File: config.mk
export PLATFORM = sky130hd
export DESIGN_NAME = mcsp_port
export DESIGN_NICKNAME = d
export VERILOG_FILES = /design/src/rtl/mcsp_pkg.sv /design/src/rtl/mcsp_port.sv
export SDC_FILE = /design/constraint.sdc
export NUM_CORES = 1
export LEC_CHECK = 0
export BUFFER_PORTS_ARGS = -buffer_cell sky130_fd_sc_hd__buf_4
export CAP_MARGIN = 20
export CORE_MARGIN = 10
export CORE_UTILIZATION = 55
export DETAILED_ROUTE_END_ITERATION = 10
export PLACE_DENSITY = 0.84
export SLEW_MARGIN = 20
export SYNTH_ARGS = -nofsm -noshare
export SYNTH_HDL_FRONTEND = slang
export SYNTH_SLANG_ARGS = --single-unit
File: constraint.sdc
create_clock -name clk -period 3.9 [get_ports clk]
set_clock_uncertainty 0.05 [all_clocks]
set_input_delay 0.39 -clock clk [delete_from_list [all_inputs] [get_ports clk]]
set_output_delay 0.39 -clock clk [all_outputs]
set_load 0.02 [all_outputs]
File: src/rtl/mcsp_pkg.sv
// package for the modem control serial port: register map, fields, timing
// assumes a single 250 MHz clock domain and a plain strobe register port
package mcsp_pkg;
  // ------------------------------------------------------------
  // register offsets
  // ------------------------------------------------------------
  localparam logic [3:0] ADDR_CTRL = 4'h0;
  localparam logic [3:0] ADDR_TXDATA = 4'h1;
  localparam logic [3:0] ADDR_RXDATA = 4'h2;
  localparam logic [3:0] ADDR_STAT = 4'h3;
  localparam logic [3:0] ADDR_IRQ = 4'h4;
  localparam logic [3:0] ADDR_MASK = 4'h5;
  localparam logic [3:0] ADDR_DIV = 4'h6;
  // ------------------------------------------------------------
  // control fields
  // ------------------------------------------------------------
  localparam int CTRL_RTS = 0;
  localparam int CTRL_DTR = 1;
  localparam int CTRL_SYNC = 2;
  localparam int CTRL_TWOSTOP = 3;
  localparam logic [7:0] CTRL_RESET = 8'h00;
  // ------------------------------------------------------------
  // status fields: modem levels and flags
  // ------------------------------------------------------------
  localparam int ST_DCD = 0;
  localparam int ST_DSR = 1;
  localparam int ST_CTS = 2;
  localparam int ST_RI = 3;
  localparam int ST_TXBUSY = 4;
  localparam int ST_RXFULL = 5;
  localparam int ST_DTRHOLD = 6;
  // interrupt events
  localparam int EV_MODEM = 0;
  localparam int EV_TXDONE = 1;
  localparam int EV_RXDONE = 2;
  localparam int EV_FRAME = 3;
  localparam int EV_OVERRUN = 4;
  localparam int EV_WIDTH = 5;
  // ------------------------------------------------------------
  // timing: asynchronous bit time in clock cycles, 16 samples per bit
  // ------------------------------------------------------------
  localparam int OVERSAMPLE = 16;
  localparam logic [15:0] DIV_RESET = 16'h00a3; // about 95k baud x16 at 250 MHz
  localparam int DATA_BITS = 8;
  typedef struct packed {
    logic dcd;
    logic dsr;
    logic cts;
    logic ri;
  } mcsp_modem_type;
endpackage

File: src/rtl/mcsp_port.sv
// modem control serial port: async or sync framing with modem handshake
// assumes modem pins and element clocks arrive asynchronous to clk
//
// Operation
// transmit each character least significant bit first through the last data bit
// async characters carry one start bit and one or two stop bits
// the receiver expects the same order and framing the transmitter uses
// request-to-send is driven active before any transmission
// on half-duplex links the modem turns the line using request-to-send
// after raising request-to-send, send nothing until clear-to-send comes back
// start only while clear-to-send is active, and ignore it while rts is low
// data-set-ready is reported as local modem readiness only
// the receiver is idle and takes no data until carrier detect is active
// sync transmit data changes at the rising edge of the modem transmit clock
// the modem samples transmit data at the falling edge of its transmit clock
// the modem changes receive data at the rising edge of the receive clock
// sync receive data is sampled at the falling edge of the receive clock
// the port never drives a transmit clock toward the modem
// dtr drops to end a call and is not raised again until dsr has dropped
// modem levels are readable status and any change is flagged
`timescale 1ns/1ns
`default_nettype none
module mcsp_port #(
  parameter int DATA_W = mcsp_pkg::DATA_BITS
) (
  // clock and reset
  input wire logic clk,
  input wire logic rst_n,
  // register port
  input wire logic [3:0] regAddr,
  input wire logic [15:0] regWdata,
  input wire logic regWr,
  input wire logic regRd,
  output logic [15:0] regRdata,
  output logic irq,
  // modem interface
  output logic txData,
  input wire logic rxData,
  output logic rtsOut,
  output logic dtrOut,
  input wire logic ctsIn,
  input wire logic dsrIn,
  input wire logic dcdIn,
  input wire logic riIn,
  input wire logic txClkIn,
  input wire logic rxClkIn
);
  // ------------------------------------------------------------
  // pin synchronisers
  // ------------------------------------------------------------
  localparam int NSYNC = 7;
  // receive data idles high; resetting its stages low would fake a start bit
  localparam logic [NSYNC-1:0] PIN_IDLE = 7'h10;
  logic [NSYNC-1:0] pinRaw;
  logic [NSYNC-1:0] meta_q;
  logic [NSYNC-1:0] pin_q;
  logic [NSYNC-1:0] pinDly_q;
  assign pinRaw = {rxClkIn, txClkIn, rxData, riIn, ctsIn, dsrIn, dcdIn};
  // two flops per pin, then one more stage for edge detection
  always_ff @(posedge clk) begin
    if (!rst_n) begin
      meta_q <= PIN_IDLE;
      pin_q <= PIN_IDLE;
      pinDly_q <= PIN_IDLE;
    end else begin
      meta_q <= pinRaw;
      pin_q <= meta_q;
      pinDly_q <= pin_q;
    end
  end
  mcsp_pkg::mcsp_modem_type modem;
  assign modem = '{dcd: pin_q[0], dsr: pin_q[1], cts: pin_q[2], ri: pin_q[3]};
  logic rxLine;
  logic txClkRise;
  logic rxClkFall;
  assign rxLine = pin_q[4];
  assign txClkRise = pin_q[5] & ~pinDly_q[5];
  assign rxClkFall = ~pin_q[6] & pinDly_q[6];

  // ------------------------------------------------------------
  // control registers
  // ------------------------------------------------------------
  logic [7:0] ctrl_q;
  logic [15:0] div_q;
  logic [5:0] mask_q;
  logic [DATA_W-1:0] txHold_q;
  logic txPend_q;
  logic dtrHold_q;
  logic txStart;
  logic txDoneEv;
  logic syncMode;
  assign syncMode = ctrl_q[mcsp_pkg::CTRL_SYNC];
  // software control, tx pending flag cleared when the shifter takes the holding register
  always_ff @(posedge clk) begin
    if (!rst_n) begin
      ctrl_q <= mcsp_pkg::CTRL_RESET;
      div_q <= mcsp_pkg::DIV_RESET;
      mask_q <= '0;
      txHold_q <= '0;
      txPend_q <= 1'b0;
    end else begin
      if (regWr && regAddr == mcsp_pkg::ADDR_CTRL) begin
        ctrl_q <= regWdata[7:0];
      end
      if (regWr && regAddr == mcsp_pkg::ADDR_DIV) begin
        div_q <= regWdata;
      end
      if (regWr && regAddr == mcsp_pkg::ADDR_MASK) begin
        mask_q <= regWdata[5:0];
      end
      if (regWr && regAddr == mcsp_pkg::ADDR_TXDATA && !txPend_q) begin
        txHold_q <= regWdata[DATA_W-1:0];
        txPend_q <= 1'b1;
      end else if (txStart) begin
        txPend_q <= 1'b0;
      end
    end
  end

  // dtr follows software but stays low after a drop until dsr goes away
  always_ff @(posedge clk) begin
    if (!rst_n) begin
      dtrOut <= 1'b0;
      dtrHold_q <= 1'b0;
      rtsOut <= 1'b0;
    end else begin
      rtsOut <= ctrl_q[mcsp_pkg::CTRL_RTS];
      if (dtrOut && !ctrl_q[mcsp_pkg::CTRL_DTR]) begin
        dtrHold_q <= 1'b1;
      end else if (!modem.dsr) begin
        dtrHold_q <= 1'b0;
      end
      dtrOut <= ctrl_q[mcsp_pkg::CTRL_DTR] & ~(dtrHold_q & modem.dsr) & ~(dtrOut == 1'b0 &&
        dtrHold_q);
    end
  end

  // ------------------------------------------------------------
  // baud tick: one cycle enable at 16x bit rate
  // ------------------------------------------------------------
  logic [15:0] divCnt_q;
  logic tick;
  assign tick = (divCnt_q == 16'h0000);
  always_ff @(posedge clk) begin
    if (!rst_n) begin
      divCnt_q <= mcsp_pkg::DIV_RESET;
    end else if (tick) begin
      divCnt_q <= div_q;
    end else begin
      divCnt_q <= divCnt_q - 16'h0001;
    end
  end

  // ------------------------------------------------------------
  // transmitter
  // ------------------------------------------------------------
  typedef enum logic [1:0] {TX_IDLE, TX_START, TX_DATA, TX_STOP} mcsp_txst_type;
  mcsp_txst_type txSt_q;
  logic [DATA_W-1:0] txSh_q;
  logic [3:0] txBit_q;
  logic [3:0] txSub_q;
  logic txStep;
  logic clearToSend;
  // cts only counts while rts is asserted; a modem holding it alone is ignored
  assign clearToSend = modem.cts & rtsOut;
  // sync mode steps on the modem clock rising edge, async on every 16th tick
  assign txStep = syncMode ? txClkRise : (tick && txSub_q == 4'hf);
  assign txStart = txStep && txSt_q == TX_IDLE && txPend_q && clearToSend;
  assign txDoneEv = txStep && txSt_q == TX_STOP && txBit_q == 4'h0;
  always_ff @(posedge clk) begin
    if (!rst_n) begin
      txSt_q <= TX_IDLE;
      txSh_q <= '0;
      txBit_q <= '0;
      txSub_q <= '0;
      txData <= 1'b1;
    end else begin
      if (tick) begin
        txSub_q <= txSub_q + 4'h1;
      end
      if (txStep) begin
        case (txSt_q)
          TX_IDLE: begin
            txData <= 1'b1;
            if (txStart) begin
              txSh_q <= txHold_q;
              txBit_q <= 4'(DATA_W - 1);
              if (syncMode) begin
                txData <= txHold_q[0];
                txSh_q <= txHold_q >> 1;
                txSt_q <= TX_DATA;
              end else begin
                txData <= 1'b0;
                txSt_q <= TX_START;
              end
            end
          end
          TX_START: begin
            txData <= txSh_q[0];
            txSh_q <= txSh_q >> 1;
            txSt_q <= TX_DATA;
          end
          TX_DATA: begin
            if (txBit_q == 4'h0) begin
              txData <= 1'b1;
              txBit_q <= ctrl_q[mcsp_pkg::CTRL_TWOSTOP] ? 4'h1 : 4'h0;
              txSt_q <= syncMode ? TX_IDLE : TX_STOP;
            end else begin
              txData <= txSh_q[0];
              txSh_q <= txSh_q >> 1;
              txBit_q <= txBit_q - 4'h1;
            end
          end
          TX_STOP: begin
            txData <= 1'b1;
            if (txBit_q == 4'h0) begin
              txSt_q <= TX_IDLE;
            end else begin
              txBit_q <= txBit_q - 4'h1;
            end
          end
          default: txSt_q <= TX_IDLE;
        endcase
      end
    end
  end

  // ------------------------------------------------------------
  // receiver, held idle without carrier
  // ------------------------------------------------------------
  typedef enum logic [1:0] {RX_IDLE, RX_START, RX_DATA, RX_STOP} mcsp_rxst_type;
  mcsp_rxst_type rxSt_q;
  logic [DATA_W-1:0] rxSh_q;
  logic [DATA_W-1:0] rxBuf_q;
  logic [3:0] rxBit_q;
  logic [3:0] rxSub_q;
  logic rxFull_q;
  logic rxDoneEv;
  logic frameEv;
  logic rxSample;
  // async samples at mid bit; sync on modem receive clock falling edge
  assign rxSample = syncMode ? rxClkFall : (tick && rxSub_q == 4'h7);
  always_ff @(posedge clk) begin
    if (!rst_n || !modem.dcd) begin
      rxSt_q <= RX_IDLE;
      rxSh_q <= '0;
      rxBit_q <= '0;
      rxSub_q <= '0;
      rxDoneEv <= 1'b0;
      frameEv <= 1'b0;
    end else begin
      rxDoneEv <= 1'b0;
      frameEv <= 1'b0;
      if (tick) begin
        rxSub_q <= rxSub_q + 4'h1;
      end
      case (rxSt_q)
        RX_IDLE: begin
          rxBit_q <= 4'(DATA_W - 1);
          if (syncMode) begin
            rxSt_q <= RX_DATA;
          end else if (!rxLine) begin
            rxSub_q <= '0; // align to falling start edge
            rxSt_q <= RX_START;
          end
        end
        RX_START: begin
          if (rxSample) begin
            rxSt_q <= rxLine ? RX_IDLE : RX_DATA; // glitch rejected
          end
        end
        RX_DATA: begin
          if (rxSample) begin
            rxSh_q <= {rxLine, rxSh_q[DATA_W-1:1]};
            if (rxBit_q == 4'h0) begin
              rxBit_q <= 4'(DATA_W - 1);
              if (syncMode) begin
                rxDoneEv <= 1'b1;
              end else begin
                rxSt_q <= RX_STOP;
              end
            end else begin
              rxBit_q <= rxBit_q - 4'h1;
            end
          end
        end
        RX_STOP: begin
          if (rxSample) begin
            rxDoneEv <= 1'b1;
            frameEv <= ~rxLine;
            rxSt_q <= RX_IDLE;
          end
        end
        default: rxSt_q <= RX_IDLE;
      endcase
    end
  end

  // receive buffer; a read of the data register empties it
  logic overEv;
  assign overEv = rxDoneEv & rxFull_q;
  always_ff @(posedge clk) begin
    if (!rst_n) begin
      rxBuf_q <= '0;
      rxFull_q <= 1'b0;
    end else if (rxDoneEv) begin
      rxBuf_q <= rxSh_q; // new character wins over a read
      rxFull_q <= 1'b1;
    end else if (regRd && regAddr == mcsp_pkg::ADDR_RXDATA) begin
      rxFull_q <= 1'b0;
    end
  end

  // ------------------------------------------------------------
  // interrupt status: set wins over write-one-to-clear
  // ------------------------------------------------------------
  logic [5:0] irqSt_q;
  logic [5:0] events;
  logic modemChange;
  assign modemChange = |(pin_q[3:0] ^ pinDly_q[3:0]);
  assign events = {1'b0, overEv, frameEv, rxDoneEv, txDoneEv, modemChange};
  always_ff @(posedge clk) begin
    if (!rst_n) begin
      irqSt_q <= '0;
      irq <= 1'b0;
    end else begin
      if (regWr && regAddr == mcsp_pkg::ADDR_IRQ) begin
        irqSt_q <= (irqSt_q & ~regWdata[5:0]) | events;
      end else begin
        irqSt_q <= irqSt_q | events;
      end
      irq <= |(irqSt_q & mask_q);
    end
  end

  // ------------------------------------------------------------
  // read port, data valid the cycle after the strobe
  // ------------------------------------------------------------
  always_ff @(posedge clk) begin
    if (!rst_n) begin
      regRdata <= '0;
    end else if (regRd) begin
      case (regAddr)
        mcsp_pkg::ADDR_CTRL: regRdata <= {8'h00, ctrl_q};
        mcsp_pkg::ADDR_RXDATA: regRdata <= 16'(rxBuf_q);
        // dsr bit is local modem readiness, nothing about the far end
        mcsp_pkg::ADDR_STAT: regRdata <= {9'h000, dtrHold_q, rxFull_q,
          txSt_q != TX_IDLE || txPend_q, modem.ri, modem.cts, modem.dsr, modem.dcd};
        mcsp_pkg::ADDR_IRQ: regRdata <= {10'h000, irqSt_q};
        mcsp_pkg::ADDR_MASK: regRdata <= {10'h000, mask_q};
        mcsp_pkg::ADDR_DIV: regRdata <= div_q;
        default: regRdata <= 16'h0000;
      endcase
    end else begin
      regRdata <= 16'h0000;
    end
  end
endmodule
`default_nettype wire

==> flow_summary_export.csv, run 1 <==
group,metric,value,unit
logic_synthesis,seq_area_frac_synth,47.9,%
die,dieArea,16000,µm²
sta,tns,0,ns
die,fp.dieW,126,µm
logic_synthesis,synth_edf_count,0,
finish,finish.instance_area,7260,µm²
setup_path,crit_start,"divCnt_q[0]",
die,initial_core_util,56.9,%
finish,drive_gt1_share,13.6,%
setup_path,crit_required,4.14,ns
logic_synthesis,synth_cells,703,
routing,postRouteAntennaNets,0,
logic_synthesis,yosysWarnings,0,
pwr,clkPwrFrac,49.3,%
routing,firstDrtPassIters,5,
logic_synthesis,yosys.area.top_type_share,47.9,%
place,pre_cts_slack,0.957,ns
sta,period_needed,2.98,ns
sta,setup_violations,0,
sta,drv_slew,0,
finish,syn2layout_area_growth,16.7,%
die,core_area,10900,µm²
pwr,p_comb_share,4.0,%
sta,slew_headroom,34.4,%
die,rows,38,
clock_tree,cts_buffers,17,
routing,vias,5287,
pwr,leakagePower,2.81,nW
setup_path,r2r_slack,0.92,ns
clock_tree,cts_setup_buffers,0,
logic_synthesis,syn_area,6220,µm²
hold_path,hold_start,"rxData",
pwr,pwr-share-seq,46.7,%
place,post_dp_cell_area,6670,µm²
run_status,status,"completed",
setup_path,arrival,3.22,ns
clock_tree,root_buffer,"clkbuf_16",
pwr,switchingPower,0.706,mW
setup_path,critPathLaunchType,"register",
logic_synthesis,synth.most_common_cell,"dfxtp_1",
global_route,grt_pass1_wl,26000,µm
clock_tree,cts_buffer_depth,2,
place,io_buffers,50,
pwr,powerDensity,461,nW/µm²
routing,drt-initial-drc-count,622,
routing,wl_per_cell,17.6,µm
sta,fin_crit_sh,76.4,%
die,ios,51,
clock_tree,cts_tree,"done",
sta,tightest_slew,0.981,ns
logic_synthesis,async_flop_share,0,%
logic_synthesis,avgSynthCellArea,8.85,µm²
finish,diodes,0,
routing,drt-total-wl,15700,µm
global_route,track_usage,19.6,%
hold_path,hold_path_class,"in2reg",
logic_synthesis,synth_nets,744,
logic_synthesis,synth-seq-cells,149,
pwr,ir_drop,0.405,mV
setup_path,crit_type,"reg2reg",
pwr,internal-power,2.64,mW
pwr,swShare,21.1,%
sta,hold_viol,0,
logic_synthesis,synthTopCellsByCount,"149 x dfxtp_1, 95 x nand2_1, 78 x nor2_1",
clock_tree,cts.sinks,149,
global_route,grt_max_degree,49,
logic_synthesis,synth_top_area_cell,"dfxtp_1",
finish,nets,780,
sta,rsz0062_at_grt,"no",
setup_path,crit_fanout,19,
place,gp_congestion,0.930,
logic_synthesis,ys_types,58,
sta,timing.final.ws_setup,0.920,ns
logic_synthesis,ys.flop_type,"dfxtp_1",
global_route,antenna_found_initial,0,
place,hpwlAfterDp,10900,µm
logic_synthesis,synth_area_leaders,"dfxtp_1 48%, mux2i_1 6.4%, nand2_1 5.7%",
routing,routed_via_density,5.95,
setup_path,r2r_start,"divCnt_q[0]",
clock_tree,cts_resized,0,
clock_tree,clock_latency,0.43,ns
clock_tree,path_clk_slew,0.06,ns
routing,drc,0,
clock_tree,cts-hold-fix-buffers,0,
setup_path,worstSetupEndpointType,"register",
die,die_height,126,µm
global_route,grt_pass1_vias,5258,
sta,fmaxAchievable,336,MHz
finish,final.fill_count,888,
run,maxCapViolCount,0,
global_route,overflow,0,
clock_tree,htreeDepth,4,
per-stage QoR:
stage	total power, mW	hold slack, ns	utilization [%]	cells
2_1_floorplan	1.67	0.336	-	703
3_3_place_gp	1.72	0.342	60.9	860
3_5_place_dp	1.73	0.353	60.9	860
4_1_cts	3.36	0.0945	66.4	889
5_1_grt	3.43	0.102	66.4	889
6_report	3.35	0.103	66.4	889
layer usage:
metal  global-route usage [%]  part of all wire [%]  vias to the layer above
met2                     32.6                    50                      215
met1                     23.0                    41                     2508
met5                        0                     0                        -
met4                     8.84                   2.5                        0
li1                         -                     -                     2525
met3                     5.71                   6.9                       39
layout by cell type, fill, tap and decap left out, drive strengths merged, types with 4 or more instances in the layout:
cell,n
dfxtp,149
nand2,95
nor2,79
a21oi,58
buf,53
mux2i,40
and2,28
nand3,27
o21ai,20
clkbuf,20
nor3,15
inv,12
xnor2,11
ha,10
xor2,9
nand2b,8
a22oi,8
o31ai,7
or4,7
nand4,7
nor4,7
nor2b,6
a31oi,6
nor3b,5
a211oi,5
and3,5
a32oi,5
a22o,5
mux2,4
clkinv,4
flip-flops by register name, indices dropped and copies added (netlist names), 6 cells and up:
| name | cells |
|---|---|
| mask_q | 6 |
| div_q | 16 |
| rxSh_q | 8 |
| rxBuf_q | 8 |
| irqSt_q | 6 |
| txSh_q | 8 |
| pin_q | 7 |
| meta_q | 7 |
| ctrl_q | 8 |
| regRdata | 16 |
| txHold_q | 8 |
| divCnt_q | 16 |
| pinDly_q | 6 |
critical path, cell delays in order (launching register included):
cell and delay (ns):
dfxtp_1 0.33, inv_1 0.08, ha_1 0.20, or3b_2 0.53, or4_1 0.90, o21ai_2 0.29
nand2b_1 0.26, mux2i_1 0.19
area by class of cell:
cell class / instances / area, µm² / area share (%)
inverter: 12 / 45.0 / 0.620
sequential: 149 / 2980 / 41.1
clock buffer: 20 / 467 / 6.43
tap: 140 / 175 / 2.41
multi-input combinational: 506 / 3060 / 42.2
clock inverter: 9 / 129 / 1.77
timing repair buffer: 53 / 398 / 5.48
worst paths after layout:
path,depth (start not counted),end
min reg2reg,1,pin_q[4]
min,2,meta_q[4]
max,7,rxSh_q[3]
max reg2reg,7,rxSh_q[3]
cell families after synthesis:
family / synth area share, %
flip-flops: 47.9
XOR/XNOR: 2.82
buffers and inverters: 3.00
AND/OR/NAND/NOR: 23.6
AO/OA/AOI/OAI: 13.5
multiplexers: 7.16
adder cells (fa/ha/maj): 2.01
power by group through the flow:
stage / Clock (mW) / Combinational (mW) / Sequential (mW)
final: 1.65 / 0.135 / 1.56
after global routing: 1.72 / 0.149 / 1.56
after CTS: 1.67 / 0.134 / 1.56
after detailed placement: 0 / 0.132 / 1.60
after global placement: 0 / 0.128 / 1.59
after floorplan: 0 / 0.0788 / 1.59
(Power assumes the default switching activity.)
==> run 2: changes to the inputs <==
clock period = 2.75 ns   (was 3.9 ns; I/O delays follow)
==> flow_summary_export.csv, run 2 (same netlist as run 1, synthesis figures left out) <==
group,metric,value,unit
setup_path,r2r_start,"divCnt_q[0]",
finish,nets,797,
sta,fin_crit_sh,95.0,%
sta,tightest_slew,0.686,ns
setup_path,worstSetupEndpointType,"register",
global_route,grt_max_degree,51,
hold_path,whs_endpoint,"meta_q[0]",
sta,slew_headroom,53.9,%
place,gp_congestion,0.921,
setup_path,arrival,2.85,ns
clock_tree,clock_latency,0.43,ns
pwr,pwr-share-seq,43.6,%
pwr,swShare,20.6,%
setup_path,slowest_stage,"or4_1",
die,dieArea,16000,µm²
routing,vias,5333,
clock_tree,root_buffer,"clkbuf_16",
clock_tree,cts.sinks,149,
die,die_height,126,µm
routing,routed_via_density,5.87,
routing,wl_per_cell,17.3,µm
global_route,overflow,0,
setup_path,cpPeakStageDelay,0.56,ns
routing,postRouteAntennaNets,0,
setup_path,critPathLaunchType,"register",
hold_path,hold_start,"dcdIn",
die,rows,38,
die,ios,51,
finish,final.fill_count,831,
clock_tree,cts_buffers,17,
finish,area.sequential,2980,µm²
global_route,grt_pass1_vias,5223,
clock_tree,cts_setup_buffers,0,
run_status,status,"completed",
finish,diodes,0,
setup_path,crit_type,"reg2reg",
sta,period_needed,2.61,ns
finish,mostFrequentLayoutCells,"149 x dfxtp_1, 95 x nand2_1, 78 x nor2_1, 64 x buf_4, 58 x a21oi_1",
pwr,powerDensity,677,nW/µm²
pwr,clkPwrFrac,52.4,%
clock_tree,path_clk_slew,0.06,ns
routing,drt-initial-drc-count,533,
die,fp.dieW,126,µm
hold_path,hold_depth,2,
routing,drc,0,
pwr,leakagePower,2.92,nW
routing,firstDrtPassIters,5,
sta,setup_violations,0,
sta,rsz0062_at_grt,"no",
setup_path,crit_fanout,7,
routing,drt-total-wl,15800,µm
global_route,track_usage,19.8,%
clock_tree,cts_tree,"done",
finish,drive_gt1_share,15.0,%
setup_path,r2r_end,"rxSh_q[0]",
pwr,p_comb_share,4.0,%
finish,multi_input_area,3060,µm²
setup_path,crit_required,2.99,ns
finish,finish.instance_area,7500,µm²
global_route,antenna_found_initial,0,
setup_path,r2r_slack,0.14,ns
die,core_area,10900,µm²
global_route,grt_pass1_wl,26000,µm
place,hpwlAfterDp,10900,µm
clock_tree,htreeDepth,4,
hold_path,hold_path_class,"in2reg",
die,initial_core_util,56.9,%
finish,syn2layout_area_growth,20.5,%
place,post_dp_cell_area,6770,µm²
setup_path,crit_chain,"inv_1, ha_1, or3b_2, or4_1, buf_4, o21ai_2, nand2b_1, mux2i_1",
pwr,ir_drop,0.610,mV
sta,fmaxAchievable,383,MHz
run,maxCapViolCount,0,
place,io_buffers,50,
setup_path,rr_worst_depth,8,
sta,tns,0,ns
sta,hold_viol,0,
finish,final_common_cell,"dfxtp_1",
sta,drv_slew,0,
clock_tree,cts_buffer_depth,2,
pwr,internal-power,4.03,mW
finish,reg_top3,"divCnt_q (16), div_q (16), regRdata (16)",
pwr,switchingPower,1.05,mW
-- run 2: how the worst max path moves through the flow --
stage / from / endpoint / slack, ns / cells after the start
after detailed placement: divCnt_q[0] / rxSh_q[1] / 0.14 / 8
final: divCnt_q[0] / rxSh_q[0] / 0.14 / 8
after floorplan: divCnt_q[0] / txSt_q[0] / 0.36 / 8
after CTS: divCnt_q[0] / rxSh_q[1] / 0.13 / 8
after global placement: divCnt_q[0] / rxSh_q[2] / 0.20 / 8
after global routing: divCnt_q[0] / rxSh_q[0] / 0.008 / 8
-- run 2: per-layer routing --
layer | part of all wire, % | global-route usage (%)
met5 | 0 | 0
met4 | 2.8 | 7.37
met3 | 7.0 | 6.50
met2 | 49 | 32.9
met1 | 41 | 23.3
-- run 2: per-stage QoR --
step	total power, mW	hold slack [ns]	setup slack, ns	util, %	cells
floorplan	2.36	0.312	0.362	-	703
global placement	2.45	0.342	0.202	61.9	872
detailed placement	2.45	0.346	0.142	61.9	872
CTS	5.10	0.0000679	0.130	68.6	909
global route	5.22	0.00531	0.00840	68.6	909
finish	5.08	0.0180	0.137	68.6	909
-- run 2: what timing repair did --
| action | 4_1_cts | 5_1_grt |
|---|---|---|
| hold buffers | 5 | 0 |
| setup endpoints to repair | 0 | 0 |
| endpoints found under the hold margin | 5 | 0 |
| gates resized for setup | 0 | 0 |
-- run 2: area by class of cell --
type	count	area share, %
multi-input combinational	506	40.9
clock buffer	21	6.14
inverter	12	0.601
sequential	149	39.8
timing repair buffer	70	7.34
tap	140	2.34
clock inverter	11	2.94
-- run 2: critical path: cells and delay by family, from the launching register on --
kind	cells	cell delay, ns
AO/OA/AOI/OAI	1	0.15
AND/OR/NAND/NOR	3	1.28
adder cells (fa/ha/maj)	1	0.19
multiplexers	1	0.19
flip-flops	1	0.33
buffers and inverters	2	0.28
-- run 2: power groups by stage --
stage / registers (mW) / logic [mW] / clock network [mW]
after global placement: 2.26 / 0.188 / 0
after floorplan: 2.25 / 0.112 / 0
after detailed placement: 2.26 / 0.193 / 0
final: 2.22 / 0.203 / 2.66
after CTS: 2.21 / 0.200 / 2.69
after global routing: 2.22 / 0.221 / 2.78
==> run 3: changes to the inputs <==
CORE_UTILIZATION = 35   (was 55)
PLACE_DENSITY = 0.63   (was 0.84)
clock period = 2.4 ns   (was 2.75 ns; I/O delays follow)
==> flow_summary_export.csv, run 3 (same netlist as run 1, synthesis figures left out) <==
group,metric,value,unit
sta,hold_viol,0,
global_route,grt_pass1_vias,5013,
finish,mostFrequentLayoutCells,"149 x dfxtp_1, 95 x nand2_1, 87 x buf_4, 77 x nor2_1, 57 x a21oi_1",
pwr,powerDensity,721,nW/µm²
die,ios,51,
die,dieArea,23500,µm²
finish,finish.instance_area,7800,µm²
global_route,grt_pass1_wl,26000,µm
routing,wl_per_cell,15.5,µm
setup_path,arrival,2.63,ns
die,die_height,153,µm
global_route,antenna_found_initial,0,
die,rows,48,
routing,firstDrtPassIters,5,
sta,slew_headroom,50.8,%
global_route,overflow,0,
finish,syn2layout_area_growth,25.4,%
finish,drive_gt1_share,18.0,%
clock_tree,htreeDepth,4,
die,core_area,17400,µm²
finish,area.sequential,2980,µm²
finish,final.fill_count,1661,
clock_tree,path_clk_slew,0.06,ns
global_route,track_usage,13.5,%
place,io_buffers,50,
routing,vias,5227,
clock_tree,cts_buffers,17,
routing,drt-initial-drc-count,407,
die,fp.dieW,153,µm
finish,multi_input_area,3080,µm²
sta,setup_violations,0,
setup_path,critPathLaunchType,"register",
sta,tightest_slew,0.731,ns
routing,routed_via_density,5.11,
clock_tree,cts_tree,"done",
hold_path,hold_path_class,"in2reg",
finish,final_common_cell,"dfxtp_1",
clock_tree,cts_buffer_depth,2,
setup_path,crit_required,2.71,ns
clock_tree,cts.sinks,149,
sta,fin_crit_sh,96.8,%
sta,drv_slew,0,
place,hpwlAfterDp,11300,µm
run_status,status,"completed",
pwr,ir_drop,1.06,mV
sta,period_needed,2.32,ns
routing,drc,0,
die,initial_core_util,35.8,%
finish,diodes,0,
clock_tree,clock_latency,0.42,ns
sta,fmaxAchievable,431,MHz
pwr,leakagePower,3.03,nW
place,gp_congestion,0.870,
global_route,grt_max_degree,37,
sta,whs,0.0183,ns
place,post_dp_cell_area,7050,µm²
routing,postRouteAntennaNets,0,
setup_path,crit_type,"reg2reg",
clock_tree,root_buffer,"clkbuf_16",
setup_path,worstSetupEndpointType,"register",
run,maxCapViolCount,0,
setup_path,r2r_slack,0.08,ns
sta,tns,0,ns
finish,nets,826,
routing,drt-total-wl,15900,µm
finish,reg_top3,"divCnt_q (16), div_q (16), regRdata (16)",
setup_path,crit_fanout,4,
==> run 3: cell types whose count changed in the layout (fill, tap and decap cells not counted), sizes merged <==
cell / delta
inv: +2
clkinv: +3
buf: +24
clkinvlp: -1
dlygate4sd3: +5
clkbuf: -2
bufinv: -2
==> run 3: final timing paths <==
| check | start | end | cells after the start |
|---|---|---|---|
| max | divCnt_q[13] | txSh_q[7] | 6 |
| min reg2reg | meta_q[4] | pin_q[4] | 1 |
| max reg2reg | divCnt_q[13] | txSh_q[7] | 6 |
| min | regWdata[11] | div_q[11] | 3 |
==> run 3: where the power goes <==
| part | total [mW] | switching [mW] | leakage, nW | internal, mW |
|---|---|---|---|---|
| combinational | 0.263 | 0.143 | 1.52 | 0.120 |
| sequential | 2.53 | 0.0264 | 1.21 | 2.51 |
| clock | 2.83 | 1.07 | 0.299 | 1.76 |
==> run 3: what timing repair did <==
| action | in CTS | in global routing |
|---|---|---|
| pin swaps | 1 | 4 |
| hold buffers | 10 | 0 |
| gates resized for setup | 1 | 7 |
| endpoints found under the hold margin | 10 | 0 |
| setup endpoints to repair | 22 | 22 |
| buffers inserted | 0 | 1 |
==> run 3: worst max-delay path, cell delays in order (launching register included) <==
cell	delay, ns
dfxtp_1	0.31
or4_1	0.58
buf_4	0.20
o41ai_4	0.33
nand4_2	0.16
or4b_4	0.51
a21oi_2	0.11
==> run 3: cell type report <==
class                   count  share of cell area, %
multi-input cells         506                   39.5
flip-flops and latches    149                   38.2
repair buffers             99                   10.1
clock buffers              19                   5.55
well taps                 225                   3.61
clock inverters            13                   2.52
inverters                  12                  0.577
==> run 3: routing by layer <==
metal	share of wire (%)	global-route usage, %
met5	0	0
met2	46	21.2
met4	1.8	5.40
met1	47	17.0
met3	5.5	3.98
==> run 3: metrics by stage <==
step,util [%],instances,power (mW),worst slack [ns]
finish,45.0,1023,5.63,0.0773
CTS,44.8,1022,5.68,0.0327
global placement,40.6,980,2.84,-0.0451
floorplan,-,703,2.71,0.0120
detailed placement,40.6,980,2.84,-0.0920
global route,45.0,1023,5.82,-0.0216
